`config.mk`:
```
export PLATFORM = sky130hd
export DESIGN_NAME = mer_responder
export DESIGN_NICKNAME = d
export VERILOG_FILES = /design/src/logic/mer_pkg.sv /design/src/logic/mer_responder.sv
export VERILOG_INCLUDE_DIRS = /design/src /design/src/logic
export SDC_FILE = /design/constraint.sdc
export NUM_CORES = 1
export LEC_CHECK = 0
export BUFFER_PORTS_ARGS = -buffer_cell sky130_fd_sc_hd__buf_2
export CAP_MARGIN = 10
export CORE_MARGIN = 10
export CORE_UTILIZATION = 57
export CTS_CLUSTER_DIAMETER = 120
export DETAILED_ROUTE_END_ITERATION = 16
export GPL_ROUTABILITY_DRIVEN = 0
export HOLD_SLACK_MARGIN = 0.06
export PLACE_DENSITY = 0.87
export REMOVE_ABC_BUFFERS = 1
export SLEW_MARGIN = 20
export SYNTH_ARGS = -nofsm -noshare
export SYNTH_HDL_FRONTEND = slang
export SYNTH_SLANG_ARGS = --single-unit
```
`constraint.sdc`:
```
create_clock -name clk_sys_i -period 5.31 [get_ports clk_sys_i]
set_clock_uncertainty 0.05 [all_clocks]
set_input_delay 0.7965 -clock clk_sys_i [delete_from_list [all_inputs] [get_ports clk_sys_i]]
set_output_delay 0.7965 -clock clk_sys_i [all_outputs]
set_load 0.02 [all_outputs]
```
`src/logic/mer_regs.svh`:
```
// register offsets, codes and reset values of the exception responder
`ifndef MER_REGS_SVH
`define MER_REGS_SVH
// ---------------------------------------------------------------
// register offsets
// ---------------------------------------------------------------
`define MER_RUN_CMD_SRC_OFS 16'h0001
`define MER_SLEEP_WAKE_OFS 16'h0114
`define MER_PWD_VERIFY_OFS 16'h0700
`define MER_DEVICE_ID_OFS 16'h2103
// ---------------------------------------------------------------
// reset values, ranges and fieldbus scales
// ---------------------------------------------------------------
`define MER_RUN_CMD_SRC_RST 16'h0000
`define MER_SLEEP_WAKE_RST 16'h0000
`define MER_RUN_CMD_SRC_MAX 16'h0002
`define MER_SLEEP_WAKE_MAX 16'h8ca0
`define MER_SLEEP_WAKE_SCALE 16'h000a
`define MER_DEVICE_ID_VAL 16'h5a5a
// ---------------------------------------------------------------
// function codes and error codes
// ---------------------------------------------------------------
`define MER_FC_READ 8'h03
`define MER_FC_WRITE 8'h06
`define MER_FC_EXC_BIT 8'h80
`define MER_BYTE_COUNT_ONE 8'h02
`define MER_ERR_NONE 8'h00
`define MER_ERR_COMMAND 8'h01
`define MER_ERR_ADDRESS 8'h02
`define MER_ERR_DATA 8'h03
`define MER_ERR_VALUE 8'h04
`define MER_ERR_PASSWORD 8'h05
`define MER_ERR_FRAME 8'h06
`define MER_ERR_READ_ONLY 8'h07
`define MER_ERR_RUNNING 8'h08
`define MER_ERR_LOCKED 8'h09
// ---------------------------------------------------------------
// crc
// ---------------------------------------------------------------
`define MER_CRC_INIT 16'hffff
`define MER_CRC_POLY 16'ha001
`endif

```
`src/logic/mer_pkg.sv`:
```
// types shared by the exception responder
`default_nettype none
package mer_pkg;
	typedef enum logic [1:0] {
		MER_IDLE = 2'b00,
		MER_BODY = 2'b01,
		MER_CRC_LO = 2'b10,
		MER_CRC_HI = 2'b11
	} mer_state_type;
	typedef logic [7:0] mer_byte_type;
endpackage : mer_pkg
`default_nettype wire

```
`src/logic/mer_responder.sv`:
```
// request checker, parameter store and response framer of the serial slave port
`timescale 1ns/1ps
`default_nettype none
`include "mer_regs.svh"
module mer_responder (
	input wire logic clk_sys_i,
	input wire logic srst_i,
	input wire logic req_valid_i,
	input wire mer_pkg::mer_byte_type req_slave_i,
	input wire mer_pkg::mer_byte_type req_func_i,
	input wire logic [15:0] req_reg_i,
	input wire logic [15:0] req_data_i,
	input wire logic req_len_ok_i,
	input wire logic req_crc_ok_i,
	input wire logic drive_fault_i,
	input wire logic drive_running_i,
	input wire logic [15:0] user_password_setting_i,
	output logic req_ready_o,
	output mer_pkg::mer_byte_type tx_byte_o,
	output logic tx_valid_o,
	output logic tx_last_o,
	output logic tx_exception_o,
	output logic unlocked_o,
	output logic [15:0] run_command_source_o,
	output logic [15:0] sleep_wake_delay_o,
	output logic [15:0] sleep_wake_whole_o,
	output logic [3:0] sleep_wake_tenth_o
);
	import mer_pkg::*;

	// ---------------------------------------------------------------
	// request decode
	// ---------------------------------------------------------------
	mer_state_type state_r;
	logic req_ready_r;
	logic unlocked_r;
	logic [15:0] run_src_r;
	logic [15:0] sleep_r;
	wire accept = req_valid_i && req_ready_r;
	wire is_read = (req_func_i == `MER_FC_READ);
	wire is_write = (req_func_i == `MER_FC_WRITE);
	wire at_run = (req_reg_i == `MER_RUN_CMD_SRC_OFS);
	wire at_sleep = (req_reg_i == `MER_SLEEP_WAKE_OFS);
	wire at_pwd = (req_reg_i == `MER_PWD_VERIFY_OFS);
	wire at_id = (req_reg_i == `MER_DEVICE_ID_OFS);
	wire readable = at_run || at_sleep || at_id;
	wire mapped = readable || at_pwd;
	wire locked = (user_password_setting_i != 16'h0000) && !unlocked_r;
	wire pwd_try = is_write && at_pwd;
	wire out_range = (at_run && (req_data_i > `MER_RUN_CMD_SRC_MAX))
		|| (at_sleep && (req_data_i > `MER_SLEEP_WAKE_MAX));
	wire [15:0] read_val = at_run ? run_src_r : (at_sleep ? sleep_r : `MER_DEVICE_ID_VAL);

	// ---------------------------------------------------------------
	// error priority: frame first, then command, lock, address, value
	// ---------------------------------------------------------------
	wire [7:0] err_code =
		(!req_len_ok_i || !req_crc_ok_i) ? `MER_ERR_FRAME :
		(!is_read && !is_write) ? `MER_ERR_COMMAND :
		drive_fault_i ? `MER_ERR_COMMAND :
		(locked && !pwd_try) ? `MER_ERR_LOCKED :
		(is_read && !readable) ? `MER_ERR_ADDRESS :
		(is_write && !mapped) ? `MER_ERR_ADDRESS :
		(is_read && (req_data_i == 16'h0000)) ? `MER_ERR_DATA :
		(is_read && (req_data_i != 16'h0001)) ? `MER_ERR_ADDRESS :
		(is_write && at_id) ? `MER_ERR_READ_ONLY :
		(is_write && at_run && drive_running_i) ? `MER_ERR_RUNNING :
		(is_write && out_range) ? `MER_ERR_VALUE :
		(pwd_try && (req_data_i != user_password_setting_i)) ? `MER_ERR_PASSWORD :
		`MER_ERR_NONE;
	wire is_exc = (err_code != `MER_ERR_NONE);
	wire commit = accept && !is_exc && is_write;

	// ---------------------------------------------------------------
	// parameter store and password unlock
	// ---------------------------------------------------------------
	// link integer is kept as is; engineering value is integer over scale
	wire [15:0] sleep_whole_nxt = sleep_r / `MER_SLEEP_WAKE_SCALE;
	wire [15:0] sleep_rem = sleep_r % `MER_SLEEP_WAKE_SCALE;
	always_ff @(posedge clk_sys_i) begin
		if (srst_i) begin
			run_src_r <= `MER_RUN_CMD_SRC_RST;
			sleep_r <= `MER_SLEEP_WAKE_RST;
			unlocked_r <= 1'b0;
			sleep_wake_whole_o <= 16'h0000;
			sleep_wake_tenth_o <= 4'h0;
		end else begin
			if (commit && at_run)
				run_src_r <= req_data_i;
			if (commit && at_sleep)
				sleep_r <= req_data_i;
			if (commit && at_pwd)
				unlocked_r <= 1'b1;
			sleep_wake_whole_o <= sleep_whole_nxt;
			sleep_wake_tenth_o <= sleep_rem[3:0];
		end
	end
	assign run_command_source_o = run_src_r;
	assign sleep_wake_delay_o = sleep_r;
	assign unlocked_o = unlocked_r;

	// ---------------------------------------------------------------
	// response body assembly
	// ---------------------------------------------------------------
	mer_byte_type body_r [0:5];
	logic [2:0] body_len_r;
	logic [2:0] idx_r;
	logic [15:0] crc_r;
	logic exc_r;
	wire [7:0] fc_out = is_exc ? (req_func_i | `MER_FC_EXC_BIT) : req_func_i;
	wire [7:0] b2 = is_exc ? err_code : (is_read ? `MER_BYTE_COUNT_ONE : req_reg_i[15:8]);
	wire [7:0] b3 = is_read ? read_val[15:8] : req_reg_i[7:0];
	wire [7:0] b4 = is_read ? read_val[7:0] : req_data_i[15:8];
	wire [2:0] len_nxt = is_exc ? 3'd3 : (is_read ? 3'd5 : 3'd6);
	always_ff @(posedge clk_sys_i) begin
		if (accept) begin
			body_r[0] <= req_slave_i;
			body_r[1] <= fc_out;
			body_r[2] <= b2;
			body_r[3] <= b3;
			body_r[4] <= b4;
			body_r[5] <= req_data_i[7:0];
			body_len_r <= len_nxt;
		end
	end

	// crc-16 step over one byte, reflected polynomial
	function automatic logic [15:0] crc_step(input logic [15:0] c, input logic [7:0] b);
		logic [15:0] x;
		x = c ^ {8'h00, b};
		for (int i = 0; i < 8; i++) begin
			x = x[0] ? ((x >> 1) ^ `MER_CRC_POLY) : (x >> 1);
		end
		return x;
	endfunction : crc_step

	// ---------------------------------------------------------------
	// framer state machine
	// ---------------------------------------------------------------
	wire body_done = (idx_r == body_len_r - 3'd1);
	always_ff @(posedge clk_sys_i) begin
		if (srst_i) begin
			state_r <= MER_IDLE;
			req_ready_r <= 1'b1;
			idx_r <= 3'd0;
			crc_r <= `MER_CRC_INIT;
			exc_r <= 1'b0;
			tx_byte_o <= 8'h00;
			tx_valid_o <= 1'b0;
			tx_last_o <= 1'b0;
			tx_exception_o <= 1'b0;
		end else begin
			tx_valid_o <= 1'b0;
			tx_last_o <= 1'b0;
			case (state_r)
				MER_IDLE: begin
					idx_r <= 3'd0;
					crc_r <= `MER_CRC_INIT;
					tx_exception_o <= 1'b0;                               // flag only spans a frame
					if (accept) begin
						req_ready_r <= 1'b0;
						exc_r <= is_exc;
						state_r <= MER_BODY;
					end
				end
				MER_BODY: begin
					tx_byte_o <= body_r[idx_r];
					tx_valid_o <= 1'b1;
					tx_exception_o <= exc_r;
					crc_r <= crc_step(crc_r, body_r[idx_r]);
					idx_r <= idx_r + 3'd1;
					if (body_done)
						state_r <= MER_CRC_LO;
				end
				MER_CRC_LO: begin
					tx_byte_o <= crc_r[7:0];
					tx_valid_o <= 1'b1;
					state_r <= MER_CRC_HI;
				end
				MER_CRC_HI: begin
					tx_byte_o <= crc_r[15:8];
					tx_valid_o <= 1'b1;
					tx_last_o <= 1'b1;
					req_ready_r <= 1'b1;
					state_r <= MER_IDLE;
				end
				default: begin
					state_r <= MER_IDLE;
				end
			endcase
		end
	end
	assign req_ready_o = req_ready_r;

	// ---------------------------------------------------------------
	// assertions
	// ---------------------------------------------------------------
	// expected exception crc, built from the request slave, function code and err_code
	wire [15:0] exc_crc_exp = crc_step(crc_step(crc_step(`MER_CRC_INIT, req_slave_i),
		req_func_i | `MER_FC_EXC_BIT), err_code);
endmodule : mer_responder
`default_nettype wire

```
Word-level counts from Yosys, hierarchy flattened
Memories as Yosys holds them, arrays and structs flattened. A register that Yosys moved wholly into a read port is not among the register bits. Index checks and enable logic that the tools add are counted. W data, S select, Z words.

Register bits after elaboration: 90. Bits in writable memories: 48. Input bits: 71. Output and inout bits: 65. Word-level logic and storage cells: 134. Memories: 1.

$add $sub $neg: 2. Div/mod/pow operators: 2. Order comparisons: 2. Eq/ne operators: 14. Muxes and demuxes: 43. Bitwise logic cells: 9. Reduce and logical (&&, ||, !) cells: 46.

Memories: body_r (depth 6, width 8, rd ports 1, clocked after memory_dff 1, write ports 6, RTL line mer_responder.sv:105) `mer_byte_type body_r [0:5];`.

Operator list (count): $mux W16 (10); $mux W4 (10); $mux W8 (5); $pmux W16 S2 (1); $not A2 Y3 (8); $pmux W8 S3 (1); $logic_and A1 B1 Y1 (21); $div A16 B4 Y16 const B (1); $eq A16 B1 Y1 const B (1); $eq A16 B11 Y1 const B (1); $eq A16 B14 Y1 const B (1); $eq A16 B9 Y1 const B (1); $gt A16 B16 Y1 const B (1); $gt A16 B2 Y1 const B (1); $logic_not A16 Y1 (1); $mod A16 B4 Y16 const B (1); $ne A16 B1 Y1 const B (1); $ne A16 B16 Y1 (1); $reduce_bool A16 Y1 (1); $xor A16 B8 Y16 (1); $mux W3 (4); $logic_not A1 Y1 (9); $eq A8 B2 Y1 const B (1); $eq A8 B3 Y1 const B (1); other kinds (18) (34).

Depth between registers and ports, before layout
Gate-level depths: netlist of the first run.

Depth in word-level cells: 20. Depth in mapped cells: 19. Depth with buffers taken out: 15.

Worst setup path before layout of the first run
No wires, ideal clock.

Path kind: input port to flip-flop. Start point: input req_reg_i[3]. End point: register sleep_r[11], in the netlist sleep_wake_delay_o[11]. Setup time: 0.128 ns. Arrival: 4.405 ns. Data required time: 5.132 ns. Setup slack: 0.728 ns. Stages: 11. Path buffers: 1. Cells stage by stage: or4_1 > nor3_1 > nor4_1 > a211o_1 > a21o_1 > nor4_1 > nand3_1 > nor2_1 > buf_2 > mux2i_1 > nor2_1.

Word-level cells in the longest chain between the ends: 20. Elaborated cells on any way between the ends: 39. Those cells by class: 4 x eq/ne; 12 x mux; 23 x reduce/logical.

RTL lines: start, declared (RTL line mer_responder.sv:11) `input wire logic [15:0] req_reg_i,`; $eq A16 B11 Y1 (no line), or another cell as far along; $logic_and A1 B1 Y1, on equally long branches (RTL line mer_responder.sv:49, mer_responder.sv:50, mer_responder.sv:51); $logic_and A1 B1 Y1 or $logic_or A1 B1 Y1 (tied branches) (RTL line mer_responder.sv:69, mer_responder.sv:50); $mux W3 (no line) or $logic_and A1 B1 Y1 (tied branches); $mux W3 (no line); $mux W4 (no line) (10 in a row); $reduce_bool A8 Y1 (no line); $logic_not A1 Y1 (RTL line mer_responder.sv:72) `wire commit = accept && !is_exc && is_write;`; $logic_and A1 B1 Y1 (2 in a row) (RTL line mer_responder.sv:72); $logic_and A1 B1 Y1 (*) (RTL line mer_responder.sv:90) `if (commit && at_sleep)`; end signal, assigned (RTL line mer_responder.sv:83) `` sleep_r <= `MER_SLEEP_WAKE_RST; ``; end signal, assigned (RTL line mer_responder.sv:91) `sleep_r <= req_data_i;`; end, declared (RTL line mer_responder.sv:38) `logic [15:0] sleep_r;`.

Every way passes the cells marked *; elsewhere a longest branch is shown, timed or not. A chain may end at the register's enable or synchronous reset.

Worst setup path in the final report of the first run
Start point: register sleep_r[11], in the netlist sleep_wake_delay_o[11]. End point: register sleep_wake_tenth_o[1].

Word-level cells in the longest chain between the ends: 1.

RTL lines: $mod A16 B4 Y16 (no line); end signal, assigned (RTL line mer_responder.sv:95) `sleep_wake_tenth_o <= sleep_rem[3:0];`; end, declared (RTL line mer_responder.sv:27) `output logic [3:0] sleep_wake_tenth_o`.

No other way between the ends.

==> results.cfg, run 1 <==
[global_routing]
grt_overflow = 0
grt_pass1_wl_um = 35800
grt_max_degree = 73
grt_use_total = 0.2412
grt_pass1_vias = 7002
antenna_found_initial = 1

[placement]
dp_slack_ns = 0.3566
detailed_place_hpwl_um = 15710
dp.cells = 1098
port_buffers = 132

[sta]
relSlewSlack = 0.4911
fin_crit_sh = 0.9400
tightest_slew_ns = 0.7605
fin_ws_ns = 0.3185
whs_ns = 0.4221
period_needed_ns = 4.992
slew_viol_final = 0
setup_viol = 0
max_freq_ghz = 0.2003
hold_viol = 0
rsz0062_at_grt = false
fin_setup_tns_ns = 0

[route]
drt_iter0_markers = 673
num_vias = 7138
drt-total-wl_um = 22560
drc_errors = 0
wl_per_cell_um = 19.87
via_per_inst = 6.289
dr.pass1.iters = 5
drtAntennaViolNets = 0

[setup_path]
slowest_delay_ns = 0.49
cp.arrival_ns = 5.25
crit_path_frequent_cell = mux2i_1
worstPathCellList = nor2b_2 -> mux2i_1 -> a211o_1 -> nor3_1 -> a311oi_1 -> o2111ai_1 -> mux2i_1 -> nor3_2 -> buf_4 -> a21o_1 -> or4_1 -> and3_1 -> maj3_2 -> a21oi_2 -> o211ai_2 -> mux2_4
critPathRequiredTime_ns = 5.57
critPathLaunchType = flop
crit_type = flop to flop
slowest_stage = dfxtp_1
crit_fanout = 9
end_kind = flop
crit_family = compound AO/OA/AOI/OAI gates
cp_num_buf_inv = 1

[power]
power_frac_seq = 0.396
power.switching_w = 0.001010
p_leak_nw = 3.500
p_comb_frac = 0.259
switching_share = 0.3078
power_w = 0.003281
internal-power_w = 0.002271
power_density_mw_per_mm2 = 360.8
p_clk_frac = 0.345
vdd_drop_max_mv = 0.2476

[synthesis]
async_flop_share = 0
synthCells = 832
synth_edf_count = 51
synth_area_mm2 = 0.007764
synth_seq_cells = 138
ys.flop_type = dfxtp_1
ys_warn_count = 0
yosysSeqAreaShare = 0.4216
synth_cell_types = 87
avgSynthCellArea_um2 = 9.331

[die]
die_height_um = 136.7
core_area_mm2 = 0.01330
rows = 42
fp.dieW_um = 136.7
ioPinCount = 136
die_area_mm2 = 0.01869
start_util = 0.5839

[cts]
cts_buffers = 17
clkTransAtPathRegs_ns = 0.06
cts_sinks = 138
cts-root-buf = clkbuf_16
htreeDepth = 4
cts_hold_buffers = 0
cts_tree = yes
clk_latency_ns = 0.42
clockBufferDepth = 2

[finish]
seq_area_mm2 = 0.003276
syn2layout_area_growth_pct = 17.15
final_layout_size_suffix_gt1_frac = 0.2403
n_fill_cell = 982
multi_input_area_mm2 = 0.004155
instances_no_fill = 1135
mostFrequentLayoutCells = 132 x buf_2, 88 x nor2_1, 85 x dfxtp_1
final_common_cell = buf_2
nets = 1021

[flow_run]
drv_cap = 0

[run_status]
status = finished clean

[hold_path]
hp-class = flop to flop
-- worst reg2reg max path: stages, from the launching register on --
cell	delay [ns]
dfxtp_1	0.49
nor2b_2	0.37
mux2i_1	0.32
a211o_1	0.37
nor3_1	0.08
a311oi_1	0.43
o2111ai_1	0.25
mux2i_1	0.39
nor3_2	0.14
buf_4	0.18
a21o_1	0.20
or4_1	0.43
and3_1	0.26
maj3_2	0.33
a21oi_2	0.16
o211ai_2	0.12
mux2_4	0.30
-- logic make-up (layout without fill, tap and decap cells) --
kind of cell,count (synthesis),count (layout),synth area share
compound gates,197,197,0.1874
xor+xnor,49,49,0.05528
fa+ha+maj,9,9,0.01386
buf+inv,87,206,0.04867
flops,138,138,0.4216
mux,43,43,0.06962
other cells,1,9,0.0004830
simple gates,308,308,0.2031
-- worst paths after layout --
path                               start                     to  slack, ns  cells after the start
hold reg to reg             tx_byte_o[5]           tx_byte_o[5]       0.42                      2
setup / recovery  sleep_wake_delay_o[11]  sleep_wake_tenth_o[1]       0.32                     16
setup reg to reg  sleep_wake_delay_o[11]  sleep_wake_tenth_o[1]       0.32                     16
hold / removal              tx_byte_o[5]           tx_byte_o[5]       0.42                      2
-- power groups by stage --
stage               combinational, W  sequential (W)  clock [W]
floorplan                   0.000571         0.00134          0
global placement            0.000807         0.00131          0
detailed placement          0.000829         0.00132          0
CTS                         0.000840         0.00130    0.00114
global route                0.000933         0.00131    0.00119
finish                      0.000850         0.00130    0.00113
-- synthesized netlist by cell type (5+ instances only) --
master | count | area, µm²
and3_1 | 8 | 50.05
a211o_1 | 5 | 43.79
mux4_2 | 8 | 180.2
buf_2 | 5 | 25.02
a211oi_1 | 8 | 60.06
nand2b_1 | 17 | 106.4
or2_2 | 11 | 68.82
nand3_1 | 19 | 95.09
inv_1 | 24 | 90.09
nand2_1 | 48 | 180.2
nor3_1 | 36 | 180.2
nor4_1 | 14 | 87.58
a21o_1 | 6 | 45.04
ha_1 | 6 | 75.07
o211ai_1 | 9 | 67.56
mux2i_1 | 32 | 320.3
a21oi_1 | 41 | 205.2
nor2_1 | 89 | 334.1
clkbuf_1 | 44 | 165.2
a221oi_1 | 24 | 210.2
edfxtp_1 | 51 | 1531
and2_1 | 15 | 93.84
xnor2_1 | 45 | 394.1
o21ai_0 | 29 | 145.1
o21bai_1 | 6 | 45.04
nand4_1 | 12 | 75.07
o22ai_1 | 11 | 68.82
dfxtp_1 | 87 | 1742
nor2b_1 | 12 | 75.07
or4_1 | 6 | 45.04
-- per-layer routing --
metal | track usage | up-vias | part of all wire
met3 | 0.08834 | 82 | 0.098
li1 | - | 3296 | -
met2 | 0.4027 | 422 | 0.50
met4 | 0.1142 | 0 | 0.041
met5 | 0 | - | 0
met1 | 0.2676 | 3338 | 0.36
-- metrics by stage --
| step | area [µm²] | utilization |
|---|---|---|
| after floorplan | 7506 | - |
| after global placement | 8498 | 0.6392 |
| after detailed placement | 8498 | 0.6392 |
| after CTS | 9059 | 0.6813 |
| after global routing | 9092 | 0.6839 |
| final | 9095 | 0.6841 |
-- flip-flops by register name (all words and copies together), names as in the netlist, named ones only --
name and flops:
unlocked_o 1, tx_valid_o 1, state_r 2, sleep_wake_delay_o 16, body_len_r 3, exc_r 1
tx_last_o 1, idx_r 3, run_command_source_o 16, sleep_wake_whole_o 13, tx_exception_o 1, req_ready_o 1
body_r 48, crc_r 16, sleep_wake_tenth_o 4, tx_byte_o 8
-- cell type report --
cell class	count	area share
multi-input combinational	613	0.4569
sequential	138	0.3602
timing repair buffer	148	0.08584
clock buffer	24	0.05420
tap	176	0.02421
inverter	26	0.01073
clock inverter	8	0.007429
antenna	2	0.0005503
-- timing repair --
action,in CTS,in global routing
endpoints found under the setup margin,0,3
setup buffers,0,3
hold endpoints to repair,0,0
resized for setup,0,4
Note: power is estimated with default switching activity, not from simulation.
==> run 2, diff against run 1 <==
Settings changed: CAP_MARGIN 10 to not set, MAX_ROUTING_LAYER set to met4, SKIP_CTS_REPAIR_TIMING set to 1.
==> run 2 against run 1 <==
Clock power hardly changed. Worst setup slack better by 0.023 ns. Wire length is 0.27% lower. Critical path depth stayed put.
==> results.cfg, run 2 (synthesized netlist as in run 1, its figures left out) <==
[run_status]
status = finished clean

[die]
ioPinCount = 136
rows = 42
start_util = 0.5839
core_area_mm2 = 0.01330
die_area_mm2 = 0.01869
fp.dieW_um = 136.7
die_height_um = 136.7

[route]
dr.pass1.iters = 6
drtAntennaViolNets = 0
num_vias = 7086
drt-total-wl_um = 22500
wl_per_cell_um = 19.82
via_per_inst = 6.243
drt_iter0_markers = 705
drc_errors = 0

[global_routing]
antenna_found_initial = 1
grt_max_degree = 73
grt_use_total = 0.2481
grt_overflow = 0
grt_pass1_wl_um = 35760
grt_pass1_vias = 7023

[setup_path]
slowest_delay_ns = 0.49
r2r-start = sleep_wake_delay_o[11]
crit_family = compound AO/OA/AOI/OAI gates
crit_type = flop to flop
cp.arrival_ns = 5.23
critPathLaunchType = flop
crit_fanout = 9
critPathLaunch = sleep_wake_delay_o[11]
crit_path_frequent_cell = mux2i_1
worstPathCellList = nor2b_2 -> mux2i_1 -> a211o_1 -> nor3_1 -> a311oi_1 -> o2111ai_1 -> mux2i_1 -> nor3_2 -> buf_4 -> a21o_1 -> or4_1 -> and3_1 -> maj3_2 -> a21oi_2 -> o211ai_2 -> mux2_4
cp_num_buf_inv = 1
slowest_stage = dfxtp_1
critPathRequiredTime_ns = 5.57
end_kind = flop

[placement]
port_buffers = 132
dp.cells = 1098
dp_slack_ns = 0.3566
detailed_place_hpwl_um = 15710

[finish]
largest_reg_flops = 48
post-route-util = 0.6841
nets = 1021
mostFrequentLayoutCells = 132 x buf_2, 88 x nor2_1, 85 x dfxtp_1
instances_no_fill = 1135
syn2layout_area_growth_pct = 17.15
final_common_cell = buf_2
regMostFlops = body_r
final_layout_size_suffix_gt1_frac = 0.2403

[sta]
slew_viol_final = 0
rsz0062_at_grt = false
fin_ws_ns = 0.3417
setup_viol = 0
hold_viol = 0
relSlewSlack = 0.4924
tightest_slew_ns = 0.7586
max_freq_ghz = 0.2013
fin_setup_tns_ns = 0
fin_crit_sh = 0.9356
period_needed_ns = 4.968

[cts]
cts_buffers = 17
cts-root-buf = clkbuf_16
clk_latency_ns = 0.43
cts_sinks = 138
htreeDepth = 4
clockBufferDepth = 2
cts_tree = yes
clkTransAtPathRegs_ns = 0.06

[hold_path]
min-delay-start = tx_byte_o[5]
hp-class = flop to flop

[power]
power_w = 0.003283
vdd_drop_max_mv = 0.2498
power_density_mw_per_mm2 = 361.0
p_leak_nw = 3.500

[flow_run]
drv_cap = 0
## run 2: stage by stage
stage	hold WS [ns]	instance area [µm²]
2_1_floorplan	0.4078	7506
3_3_place_gp	0.4035	8498
3_5_place_dp	0.4177	8498
4_1_cts	0.4265	9059
5_1_grt	0.4401	9092
6_report	0.4224	9095
## run 2: worst paths after layout
path	end	slack, ns	cells past startpoint
worst min register to register	tx_byte_o[5]	0.42	2
worst max register to register	sleep_wake_tenth_o[1]	0.34	16
worst min-delay path	tx_byte_o[5]	0.42	2
worst max-delay path	sleep_wake_tenth_o[1]	0.34	16
## run 2: layout make-up
type | count | area (µm²)
multi-input cells | 613 | 4155
clock buffers | 24 | 493.0
diodes | 2 | 5.005
flip-flops and latches | 138 | 3276
fillers | 982 | 4200
repair buffers | 148 | 780.7
clock inverters | 8 | 67.56
inverters | 26 | 97.59
well taps | 176 | 220.2
## run 2: worst reg2reg max path, delay by kind of cell (launching register included)
| family | cells | cell delay [ns] |
|---|---|---|
| buffers and inverters | 1 | 0.18 |
| muxes | 3 | 1.02 |
| adders and majority gates | 1 | 0.33 |
| DFF | 1 | 0.49 |
| and+or+nand+nor | 5 | 1.27 |
| AOI/OAI and AO/OA | 6 | 1.52 |
## run 2: layer usage
layer	vias to the layer above	track usage	wire length, µm
li1	3289	-	-
met1	3303	0.2738	8260
met2	416	0.4022	11180
met3	78	0.07845	2133
met4	0	0.1148	922
met5	-	-	0
## run 2: power by group
| part | switching, W | internal (W) | total, W |
|---|---|---|---|
| logic | 0.000495 | 0.000354 | 0.000849 |
| clock network | 0.000443 | 0.000691 | 0.00113 |
| registers | 0.0000736 | 0.00123 | 0.00130 |
